<file path="src/design/pms_pkg.sv">
package pms_pkg;

  // ************************************************************
  // Register map (byte addresses, one word each)
  // ************************************************************
  localparam logic [7:0] PMS_CTRL_OFS = 8'h00;
  localparam logic [7:0] PMS_STATUS_OFS = 8'h04;
  localparam logic [7:0] PMS_IRQ_STS_OFS = 8'h08;
  localparam logic [7:0] PMS_IRQ_MASK_OFS = 8'h0C;
  localparam int PMS_ADDR_W = 8;

  // ************************************************************
  // Field layouts
  // ************************************************************
  localparam int PMS_CTRL_W = 8;
  localparam int PMS_WUF_CLR_BIT = 8;
  localparam int PMS_STS_W = 4;
  localparam int PMS_IRQ_W = 2;
  localparam int PMS_IRQ_DET = 0;
  localparam int PMS_IRQ_WAKE = 1;
  localparam int PMS_BOR_W = 2;
  localparam int PMS_THR_W = 3;
  localparam int PMS_VOS_W = 2;

  typedef struct packed {
    logic lowpower;
    logic powerdown;
    logic [PMS_VOS_W-1:0] vscale;
    logic [PMS_THR_W-1:0] threshold;
    logic enable;
  } pms_ctrl_t;

  typedef struct packed {
    logic [PMS_BOR_W-1:0] bor_level;
    logic wakeup_flag;
    logic detector_flag;
  } pms_sts_t;

  // Analog comparator bundle, synchronised as one word
  typedef struct packed {
    logic detector_low;
    logic brownout_low;
    logic poweron_low;
  } pms_analog_t;

  // ************************************************************
  // Reset values
  // ************************************************************
  localparam pms_ctrl_t PMS_CTRL_RST = '0;
  localparam logic [PMS_IRQ_W-1:0] PMS_IRQ_RST = 2'h0;
  localparam logic [PMS_BOR_W-1:0] PMS_BOR_OFF = 2'h0;

  // ************************************************************
  // Timing
  // ************************************************************
  localparam int PMS_CLK_PERIOD_NS = 8;
  localparam int PMS_WAKE_RESET_NS = 1000;
  localparam int PMS_WAKE_RESET_CYC =
    (PMS_WAKE_RESET_NS + PMS_CLK_PERIOD_NS - 1) / PMS_CLK_PERIOD_NS;
  localparam int PMS_CNT_W = $clog2(PMS_WAKE_RESET_CYC + 1);

  // ************************************************************
  // Power modes
  // ************************************************************
  typedef enum logic [4:0] {
    PMS_RUN = 5'h01,
    PMS_SLEEP = 5'h02,
    PMS_STOP = 5'h04,
    PMS_STANDBY = 5'h08,
    PMS_WAKE_RST = 5'h10
  } pms_state_t;

endpackage : pms_pkg

</file>
<file path="src/design/pms_power_mode_supervisor.sv">
// Summary of operation
// - Hold chip reset while power-on detector low
// - Hold chip reset while brown-out detector low
// - Option-byte brown-out level; zero disables it
// - Detector works only while enable set
// - Three-bit threshold select drives detector
// - Status flag shows supply below threshold
// - Event on threshold crossing either direction
// - Detector interrupt only when enabled
// - Run mode drives regulator scale from control
// - Stop gates clocks, holds regulator level
// - Standby removes core-domain power
// - Light sleep stops core clock only
// - Deep sleep stop halts clocks, oscillators
// - Standby exits on listed wake sources
// - Stop regulator low-power per control bit
// - Standby only when wake flag clear
// - Standby wake acts as chip reset
//
// Added by the designer: the placing of the registers and the APB slave port.
module pms_power_mode_supervisor
  import pms_pkg::*;
(
  // Clock and reset
  input wire logic pclk,
  input wire logic presetn,
  // APB slave
  input wire logic psel,
  input wire logic penable,
  input wire logic pwrite,
  input wire logic [PMS_ADDR_W-1:0] paddr,
  input wire logic [31:0] pwdata,
  output logic [31:0] prdata,
  output logic pready,
  output logic pslverr,
  // Analog supply monitors
  input wire pms_analog_t analog_low,
  input wire logic [PMS_BOR_W-1:0] opt_bor_level,
  output logic [PMS_BOR_W-1:0] brownout_level,
  output logic level_detector_enable,
  output logic [PMS_THR_W-1:0] detector_threshold_select,
  // Core requests and wake sources
  input wire logic core_wfi,
  input wire logic core_wfe,
  input wire logic core_deep_sleep_bit,
  input wire logic core_irq_pending,
  input wire logic core_event,
  input wire logic ext_irq,
  input wire logic wakeup_pin,
  input wire logic rtc_event,
  input wire logic external_reset_pin_n,
  input wire logic independent_watchdog_rst,
  // Power and clock controls
  output logic chip_reset_n,
  output logic core_clk_en,
  output logic sys_clk_en,
  output logic fast_osc_en,
  output logic core_power_en,
  output logic regulator_lowpower,
  output logic [PMS_VOS_W-1:0] regulator_voltage_scale,
  output logic irq
);

  // ************************************************************
  // Comparator synchronisation
  // ************************************************************
  pms_analog_t ana_s;

  pms_sync #(.W($bits(pms_analog_t))) u_sync (
    .pclk(pclk),
    .presetn(presetn),
    .async_i(analog_low),
    .sync_o(ana_s)
  );

  // ************************************************************
  // State
  // ************************************************************
  pms_ctrl_t ctrl_q, ctrl_d;
  logic [PMS_IRQ_W-1:0] irq_sts_q, irq_sts_d, irq_mask_q, irq_mask_d;
  logic [PMS_BOR_W-1:0] bor_lvl_q, bor_lvl_d;
  logic det_flag_q, det_flag_d, det_en_q, wuf_q, wuf_d, wakeup_pin_prev_q;
  logic [31:0] prdata_d;
  logic pready_d, pslverr_d, irq_d;
  pms_state_t st_q, st_d;
  logic wfe_mode_q, wfe_mode_d;
  logic [PMS_CNT_W-1:0] cnt_q, cnt_d;
  logic rst_n_d, core_clk_d, sys_clk_d, osc_d, pwr_d, lp_d;
  logic [PMS_VOS_W-1:0] vos_d;
  logic setup, access_wr, access_rd, hit, det_evt, wake_evt;
  logic wakeup_pin_rise, standby_wake, bor_hold;
  pms_sts_t sts;

  assign setup = psel && !penable;
  assign access_wr = psel && penable && pready && pwrite;
  assign access_rd = psel && penable && pready && !pwrite;
  assign hit = paddr == PMS_CTRL_OFS || paddr == PMS_STATUS_OFS ||
               paddr == PMS_IRQ_STS_OFS || paddr == PMS_IRQ_MASK_OFS;
  assign wakeup_pin_rise = wakeup_pin && !wakeup_pin_prev_q;
  assign standby_wake = wakeup_pin_rise || rtc_event || !external_reset_pin_n || independent_watchdog_rst;
  assign bor_hold = bor_lvl_q != PMS_BOR_OFF && ana_s.brownout_low;

  // ************************************************************
  // Supply detector, status and bus
  // ************************************************************
  always_comb begin
    ctrl_d = ctrl_q;
    irq_mask_d = irq_mask_q;
    bor_lvl_d = opt_bor_level;
    det_flag_d = ctrl_q.enable && ana_s.detector_low;
    // Crossing only counts once the detector was already running
    det_evt = ctrl_q.enable && det_en_q && (det_flag_d != det_flag_q);
    wuf_d = wuf_q;
    // Cleared by a control write with the extra bit; a set in the same cycle wins
    if (access_wr && paddr == PMS_CTRL_OFS && pwdata[PMS_WUF_CLR_BIT]) begin
      wuf_d = 1'b0;
    end
    if (wakeup_pin_rise || rtc_event) begin
      wuf_d = 1'b1;
    end
    irq_sts_d = irq_sts_q;
    // Clear only the bits that the reader actually saw
    if (access_rd && paddr == PMS_IRQ_STS_OFS) begin
      irq_sts_d = irq_sts_q & ~prdata[PMS_IRQ_W-1:0];
    end
    irq_sts_d[PMS_IRQ_DET] = irq_sts_d[PMS_IRQ_DET] | det_evt;
    irq_sts_d[PMS_IRQ_WAKE] = irq_sts_d[PMS_IRQ_WAKE] | wake_evt;
    if (access_wr && paddr == PMS_CTRL_OFS) begin
      ctrl_d = pms_ctrl_t'(pwdata[PMS_CTRL_W-1:0]);
    end
    if (access_wr && paddr == PMS_IRQ_MASK_OFS) begin
      irq_mask_d = pwdata[PMS_IRQ_W-1:0];
    end
    irq_d = |(irq_sts_d & irq_mask_d);
    sts = '{bor_level: bor_lvl_q, wakeup_flag: wuf_q, detector_flag: det_flag_q};
    prdata_d = 32'h0000_0000;
    pready_d = setup;
    pslverr_d = setup && !hit;
    if (setup) begin
      case (paddr)
        PMS_CTRL_OFS: prdata_d = {{(32-PMS_CTRL_W){1'b0}}, ctrl_q};
        PMS_STATUS_OFS: prdata_d = {{(32-PMS_STS_W){1'b0}}, sts};
        PMS_IRQ_STS_OFS: prdata_d = {{(32-PMS_IRQ_W){1'b0}}, irq_sts_q};
        PMS_IRQ_MASK_OFS: prdata_d = {{(32-PMS_IRQ_W){1'b0}}, irq_mask_q};
        default: prdata_d = 32'h0000_0000;
      endcase
    end
  end

  always_ff @(posedge pclk or negedge presetn) begin
    if (!presetn) begin
      ctrl_q <= PMS_CTRL_RST;
      irq_sts_q <= PMS_IRQ_RST;
      irq_mask_q <= PMS_IRQ_RST;
      bor_lvl_q <= PMS_BOR_OFF;
      det_flag_q <= 1'b0;
      det_en_q <= 1'b0;
      wuf_q <= 1'b0;
      wakeup_pin_prev_q <= 1'b0;
      prdata <= 32'h0000_0000;
      pready <= 1'b0;
      pslverr <= 1'b0;
      irq <= 1'b0;
      brownout_level <= PMS_BOR_OFF;
      level_detector_enable <= 1'b0;
      detector_threshold_select <= 3'h0;
    end else begin
      ctrl_q <= ctrl_d;
      irq_sts_q <= irq_sts_d;
      irq_mask_q <= irq_mask_d;
      bor_lvl_q <= bor_lvl_d;
      det_flag_q <= det_flag_d;
      det_en_q <= ctrl_q.enable;
      wuf_q <= wuf_d;
      wakeup_pin_prev_q <= wakeup_pin;
      prdata <= prdata_d;
      pready <= pready_d;
      pslverr <= pslverr_d;
      irq <= irq_d;
      brownout_level <= bor_lvl_d;
      level_detector_enable <= ctrl_d.enable;
      detector_threshold_select <= ctrl_d.threshold;
    end
  end

  // ************************************************************
  // Low-power mode sequencer
  // ************************************************************
  always_comb begin
    st_d = st_q;
    wfe_mode_d = wfe_mode_q;
    cnt_d = cnt_q;
    wake_evt = 1'b0;
    case (st_q)
      PMS_RUN: begin
        if (core_wfi || core_wfe) begin
          wfe_mode_d = core_wfe && !core_wfi;
          if (!core_deep_sleep_bit) begin
            st_d = PMS_SLEEP;
          end else if (!ctrl_q.powerdown) begin
            st_d = PMS_STOP;
          end else if (!wuf_q) begin
            st_d = PMS_STANDBY;
          end
        end
      end
      PMS_SLEEP: begin
        if (wfe_mode_q ? core_event : core_irq_pending) begin
          st_d = PMS_RUN;
          wake_evt = 1'b1;
        end
      end
      PMS_STOP: begin
        if (ext_irq || (wfe_mode_q && core_event)) begin
          st_d = PMS_RUN;
          wake_evt = 1'b1;
        end
      end
      PMS_STANDBY: begin
        if (standby_wake) begin
          st_d = PMS_WAKE_RST;
          cnt_d = PMS_CNT_W'(PMS_WAKE_RESET_CYC - 1);
        end
      end
      PMS_WAKE_RST: begin
        if (cnt_q == '0) begin
          st_d = PMS_RUN;
        end else begin
          cnt_d = cnt_q - 1'b1;
        end
      end
      default: st_d = PMS_RUN;
    endcase
    rst_n_d = !(ana_s.poweron_low || bor_hold || st_d == PMS_WAKE_RST);
    core_clk_d = st_d == PMS_RUN || st_d == PMS_WAKE_RST;
    sys_clk_d = !(st_d == PMS_STOP || st_d == PMS_STANDBY);
    osc_d = sys_clk_d;
    pwr_d = st_d != PMS_STANDBY;
    lp_d = 1'b0;
    if (st_d == PMS_STOP) begin
      lp_d = st_q == PMS_STOP ? regulator_lowpower : ctrl_q.lowpower;
    end
    vos_d = st_d == PMS_RUN ? ctrl_q.vscale : regulator_voltage_scale;
  end

  always_ff @(posedge pclk or negedge presetn) begin
    if (!presetn) begin
      st_q <= PMS_RUN;
      wfe_mode_q <= 1'b0;
      cnt_q <= '0;
      chip_reset_n <= 1'b0;
      core_clk_en <= 1'b1;
      sys_clk_en <= 1'b1;
      fast_osc_en <= 1'b1;
      core_power_en <= 1'b1;
      regulator_lowpower <= 1'b0;
      regulator_voltage_scale <= 2'h0;
    end else begin
      st_q <= st_d;
      wfe_mode_q <= wfe_mode_d;
      cnt_q <= cnt_d;
      chip_reset_n <= rst_n_d;
      core_clk_en <= core_clk_d;
      sys_clk_en <= sys_clk_d;
      fast_osc_en <= osc_d;
      core_power_en <= pwr_d;
      regulator_lowpower <= lp_d;
      regulator_voltage_scale <= vos_d;
    end
  end
endmodule : pms_power_mode_supervisor

</file>
<file path="src/design/pms_sync.sv">
module pms_sync #(
  parameter int W = 1
) (
  // Clock and reset
  input wire logic pclk,
  input wire logic presetn,
  // Data
  input wire logic [W-1:0] async_i,
  output logic [W-1:0] sync_o
);

  logic [W-1:0] meta_q;

  always_ff @(posedge pclk or negedge presetn) begin
    if (!presetn) begin
      meta_q <= '0;
      sync_o <= '0;
    end else begin
      meta_q <= async_i;
      sync_o <= meta_q;
    end
  end

endmodule : pms_sync

</file>
<file path="config.mk">
export PLATFORM = sky130hd
export DESIGN_NAME = pms_power_mode_supervisor
export DESIGN_NICKNAME = d
export VERILOG_FILES = /design/src/design/pms_pkg.sv /design/src/design/pms_power_mode_supervisor.sv /design/src/design/pms_sync.sv
export SDC_FILE = /design/constraint.sdc
export NUM_CORES = 1
export LEC_CHECK = 0
export BUFFER_PORTS_ARGS = -buffer_cell sky130_fd_sc_hd__buf_2
export CORE_MARGIN = 1.5
export CORE_UTILIZATION = 25
export DETAILED_ROUTE_END_ITERATION = 10
export PLACE_DENSITY = 0.54
export SETUP_SLACK_MARGIN = 0.4
export SYNTH_ARGS = -nofsm -noshare
export SYNTH_HDL_FRONTEND = slang
export SYNTH_HIERARCHICAL = 1
export SYNTH_SLANG_ARGS = --single-unit
</file>
<file path="constraint.sdc">
create_clock -name pclk -period 2.21 [get_ports pclk]
set_input_delay 0.221 -clock pclk [delete_from_list [all_inputs] [get_ports pclk]]
set_output_delay 0.221 -clock pclk [all_outputs]
set_load 0.03 [all_outputs]
</file>
==> implementation parameters <==
Parameter                              Value

Setup path
  Logic depth of the worst register-to-register path    7
  Reg-to-Reg Start    st_q[0]$_DFF_PN1_
  Data required time of the worst path    2440 ps
  Endpoint of the worst-slack reg-to-reg timing path    fast_osc_en$_DFF_PN1_
  Cell breakdown of the critical path    nor3_1, and4b_1, a311oi_2, o31ai_4, buf_4, buf_6, or3_1
  Stage delay of the slowest cell on the critical path    590 ps
  Path type of the worst setup path    flip-flop to flip-flop
  Capturing element type of the critical path    flip-flop
  Cell type of the slowest stage on the worst timing path    sky130_fd_sc_hd__dfstp_2
  Biggest fanout along the worst timing path    5
  Worst Setup Start Kind    flip-flop
  Start point of the critical path    st_q[0]$_DFF_PN1_
  Data arrival, critical path    2280 ps
  Setup slack, reg-to-reg    160 ps

Final layout
  Share of cells above drive strength 1    44.2%
  Inserted Diodes    0
  Fillers    1,054
  Synth-to-layout area growth    26.8%
  Nets    361
  Core occupancy in the finished layout    32.3%
  Final design instance area without fill    3310 um^2

Clock tree
  Max Buffers Root-to-Sink    2
  TritonCTS clock tree    built
  H-tree levels    2
  Number of buffers added by the clock tree synthesis step    5
  Clock transition at the registers of the reported paths    90 ps
  Clk sinks    55
  Master cell of the clock root buffer    sky130_fd_sc_hd__clkbuf_8
  Clock Latency Late Sink    310 ps

Timing
  Unrepaired setup endpoints after global routing    true
  Tightest Pin Transition    755 ps
  Fin Setup TNS    0 ps
  Minimum clock period after layout    2050 ps
  Maximum achievable frequency    0.489 GHz
  Total count of max-transition violations in the final report    0
  Final worst slack    164 ps
  Worst hold margin    -29.3 ps
  Post-Route Skew    11.9 ps
  Final setup viols    0
  Final count of hold timing violations    29
  Relative max-transition margin    49.7%
  Fin crit share    92.6%

Die
  Total die area    11,100 um^2
  Die W    105 um
  Row Count    37
  IO Count    109
  Effective utilization at floorplan    25.5%
  Height of the die    105 um
  Core region area    10,200 um^2

Route
  Detailed router's first-iteration violation count    82
  ANT nets after route    0
  Number of vias per cell    4.24
  Total detailed-routing wirelength    5.64 mm
  Total via count after detailed routing    1,853
  Remaining design rule violation count    0
  Average routed wire per standard cell    12.9 um
  Number of detailed-routing iterations run before antenna repair    4

GRT
  Sum of overflow across all layers after global routing    0
  Initial antenna violation count    0
  Via count of the first global-routing pass    1,886
  Largest net degree at the start of global routing    34
  Overall fraction of global-route tracks in use    10.8%
  Wire length of the first global-routing pass    9.47 mm

Power
  Total power consumption of the routed design    0.00260 W
  Total power per unit cell area    785 nW/um^2
  Standby leakage power    1.59 nW
  Max VDD drop    0.000305 V

Yosys
  Most instantiated flip-flop cell in the synthesis netlist    sky130_fd_sc_hd__dfrtp_1
  Share of async-settable or async-resettable flops after synthesis    100%
  Number of synthesized register bits    55
  Sequential cell area fraction in the yosys report    52.9%
  Synth Warn #    6
  EDFF count, synth    0
  Count of cell types in the netlist    55
  Total standard cell area after synthesis    2610 um^2
  Synthesized netlist cell count    217
  Avg Synthesized Cell Area    12.0 um^2

Placed design
  Instance area after placement    3030 um^2
  Total of buffers placed on input and output ports    61
  HPWL after DPL    4.20 mm
  Final weighted congestion in routability-driven placement    0.838
  Worst slack at placement    143 ps

Status
  Outcome    finished with violations
  Failing checks    hold timing

Flow run
  Max-capacitance violation count    0

Worst hold path
  Type of the worst min-delay path    primary input to async pin
[cells in the mapped netlist (all sizes together) (2+ instances only)]
cell type | number | share of area [%]
nand3b | 2 | 0.58
nand3 | 5 | 0.96
mux2i | 3 | 1.2
and3 | 5 | 1.2
or4b | 3 | 1.3
and2 | 7 | 1.7
o21ai | 6 | 1.2
nor2b | 5 | 1.5
or3b | 2 | 0.77
a21oi | 4 | 0.77
xnor2 | 3 | 1.0
or2 | 2 | 0.48
mux2 | 14 | 6.3
dfstp | 4 | 4.0
inv | 5 | 0.72
nor3 | 9 | 1.7
nor4 | 2 | 0.72
nand2 | 8 | 1.2
xor2 | 2 | 0.67
o32ai | 2 | 0.67
dfrtp | 51 | 49
buf | 34 | 9.4
or3 | 4 | 1.2
mux4 | 2 | 1.7
nand4 | 2 | 0.72
nor2 | 11 | 1.6
[state kept, by name (all words and copies together) (netlist names)]
signal and flops:
irq_mask_q 2, regulator_voltage_scale 2, core_power_en 1, wuf_q 1, prdata 8, irq_sts_q 2
regulator_lowpower 1, fast_osc_en 1, core_clk_en 1, pready 1, u_sync/sync_o 3, bor_lvl_q 2
st_q 5, det_flag_q 1, u_sync/meta_q 3, irq 1, wfe_mode_q 1, wakeup_pin_prev_q 1
pslverr 1, cnt_q 7, ctrl_q 8, chip_reset_n 1, det_en_q 1
[worst max-delay path: cells and delay by family, from the launching register on]
family | cells | cell delay [ps]
AND/OR/NAND/NOR | 3 | 640
flip-flops | 1 | 590
buffers and inverters | 2 | 260
AO/OA/AOI/OAI | 2 | 490
[through the flow]
| step | hold WS [ps] | std cells |
|---|---|---|
| 2_1_floorplan | -74.6 | 240 |
| 3_3_place_gp | 329 | 414 |
| 3_5_place_dp | 330 | 414 |
| 4_1_cts | 0.809 | 433 |
| 5_1_grt | 23.9 | 437 |
| 6_report | -29.3 | 437 |
[metal layers]
layer / vias up / GRT usage [%] / routed length (um)
met2: 69 / 17.9 / 2700
met5: - / 0 / 0
met4: 0 / 2.64 / 55
li1: 870 / - / -
met1: 908 / 14.4 / 2570
met3: 6 / 2.37 / 312
[timing repair]
action                                  CTS  global route
pin swaps                                 9             1
endpoints found under the setup margin   13            14
setup buffers                             9             1
hold endpoints to repair                  2             3
hold buffers                              2             3
resized for setup                         8             3
[report_power, final]
part           internal, W  switching (W)
registers          0.00110      0.0000458
clock network     0.000340       0.000317
logic             0.000349       0.000449
total              0.00179       0.000812
[cell families after synthesis]
family / synth area share (%)
other cells: 0.144
buf+inv: 10.3
xor+xnor: 1.68
mux: 9.21
flops: 52.9
compound gates: 8.06
fa+ha+maj: 0.911
simple gates: 16.7
[final cells by class]
| type | count | area, um^2 | area share [%] |
|---|---|---|---|
| Sequential cell | 55 | 1380 | 41.8 |
| Timing Repair Buffer | 88 | 532 | 16.1 |
| Clock buffer | 7 | 76.3 | 2.31 |
| Inverter | 5 | 18.8 | 0.567 |
| Clock inverter | 1 | 30.0 | 0.908 |
| Multi-Input combinational cell | 145 | 1100 | 33.2 |
| Tap cell | 136 | 170 | 5.14 |
[placed cells by master (no fill, tap or decap), types with 4 or more instances in the layout]
cell and instances:
sky130_fd_sc_hd__dfstp_2 4, sky130_fd_sc_hd__dlygate4sd3_1 5, sky130_fd_sc_hd__dfrtp_1 50, sky130_fd_sc_hd__mux2_2 12, sky130_fd_sc_hd__a21oi_1 4, sky130_fd_sc_hd__o21ai_0 6, sky130_fd_sc_hd__buf_2 61, sky130_fd_sc_hd__nand3_1 5
sky130_fd_sc_hd__and2_1 7, sky130_fd_sc_hd__nor2b_1 4, sky130_fd_sc_hd__clkbuf_8 5, sky130_fd_sc_hd__buf_4 19, sky130_fd_sc_hd__nor2_1 11, sky130_fd_sc_hd__conb_1 24, sky130_fd_sc_hd__nand2_1 7, sky130_fd_sc_hd__nor3_1 7
[worst max-delay path by stage]
stage | end | slack [ps] | cells after the start
detailed placement | regulator_voltage_scale[1]$_DFFE_PN0N_ | 140 | 7
global placement | regulator_voltage_scale[0]$_DFFE_PN0N_ | 130 | 7
global route | regulator_voltage_scale[0]$_DFFE_PN0N_ | 80 | 7
floorplan | regulator_voltage_scale[0]$_DFFE_PN0N_ | 210 | 7
CTS | fast_osc_en$_DFF_PN1_ | 160 | 7
finish | fast_osc_en$_DFF_PN1_ | 160 | 7
Note: power is estimated with default switching activity, not from simulation.
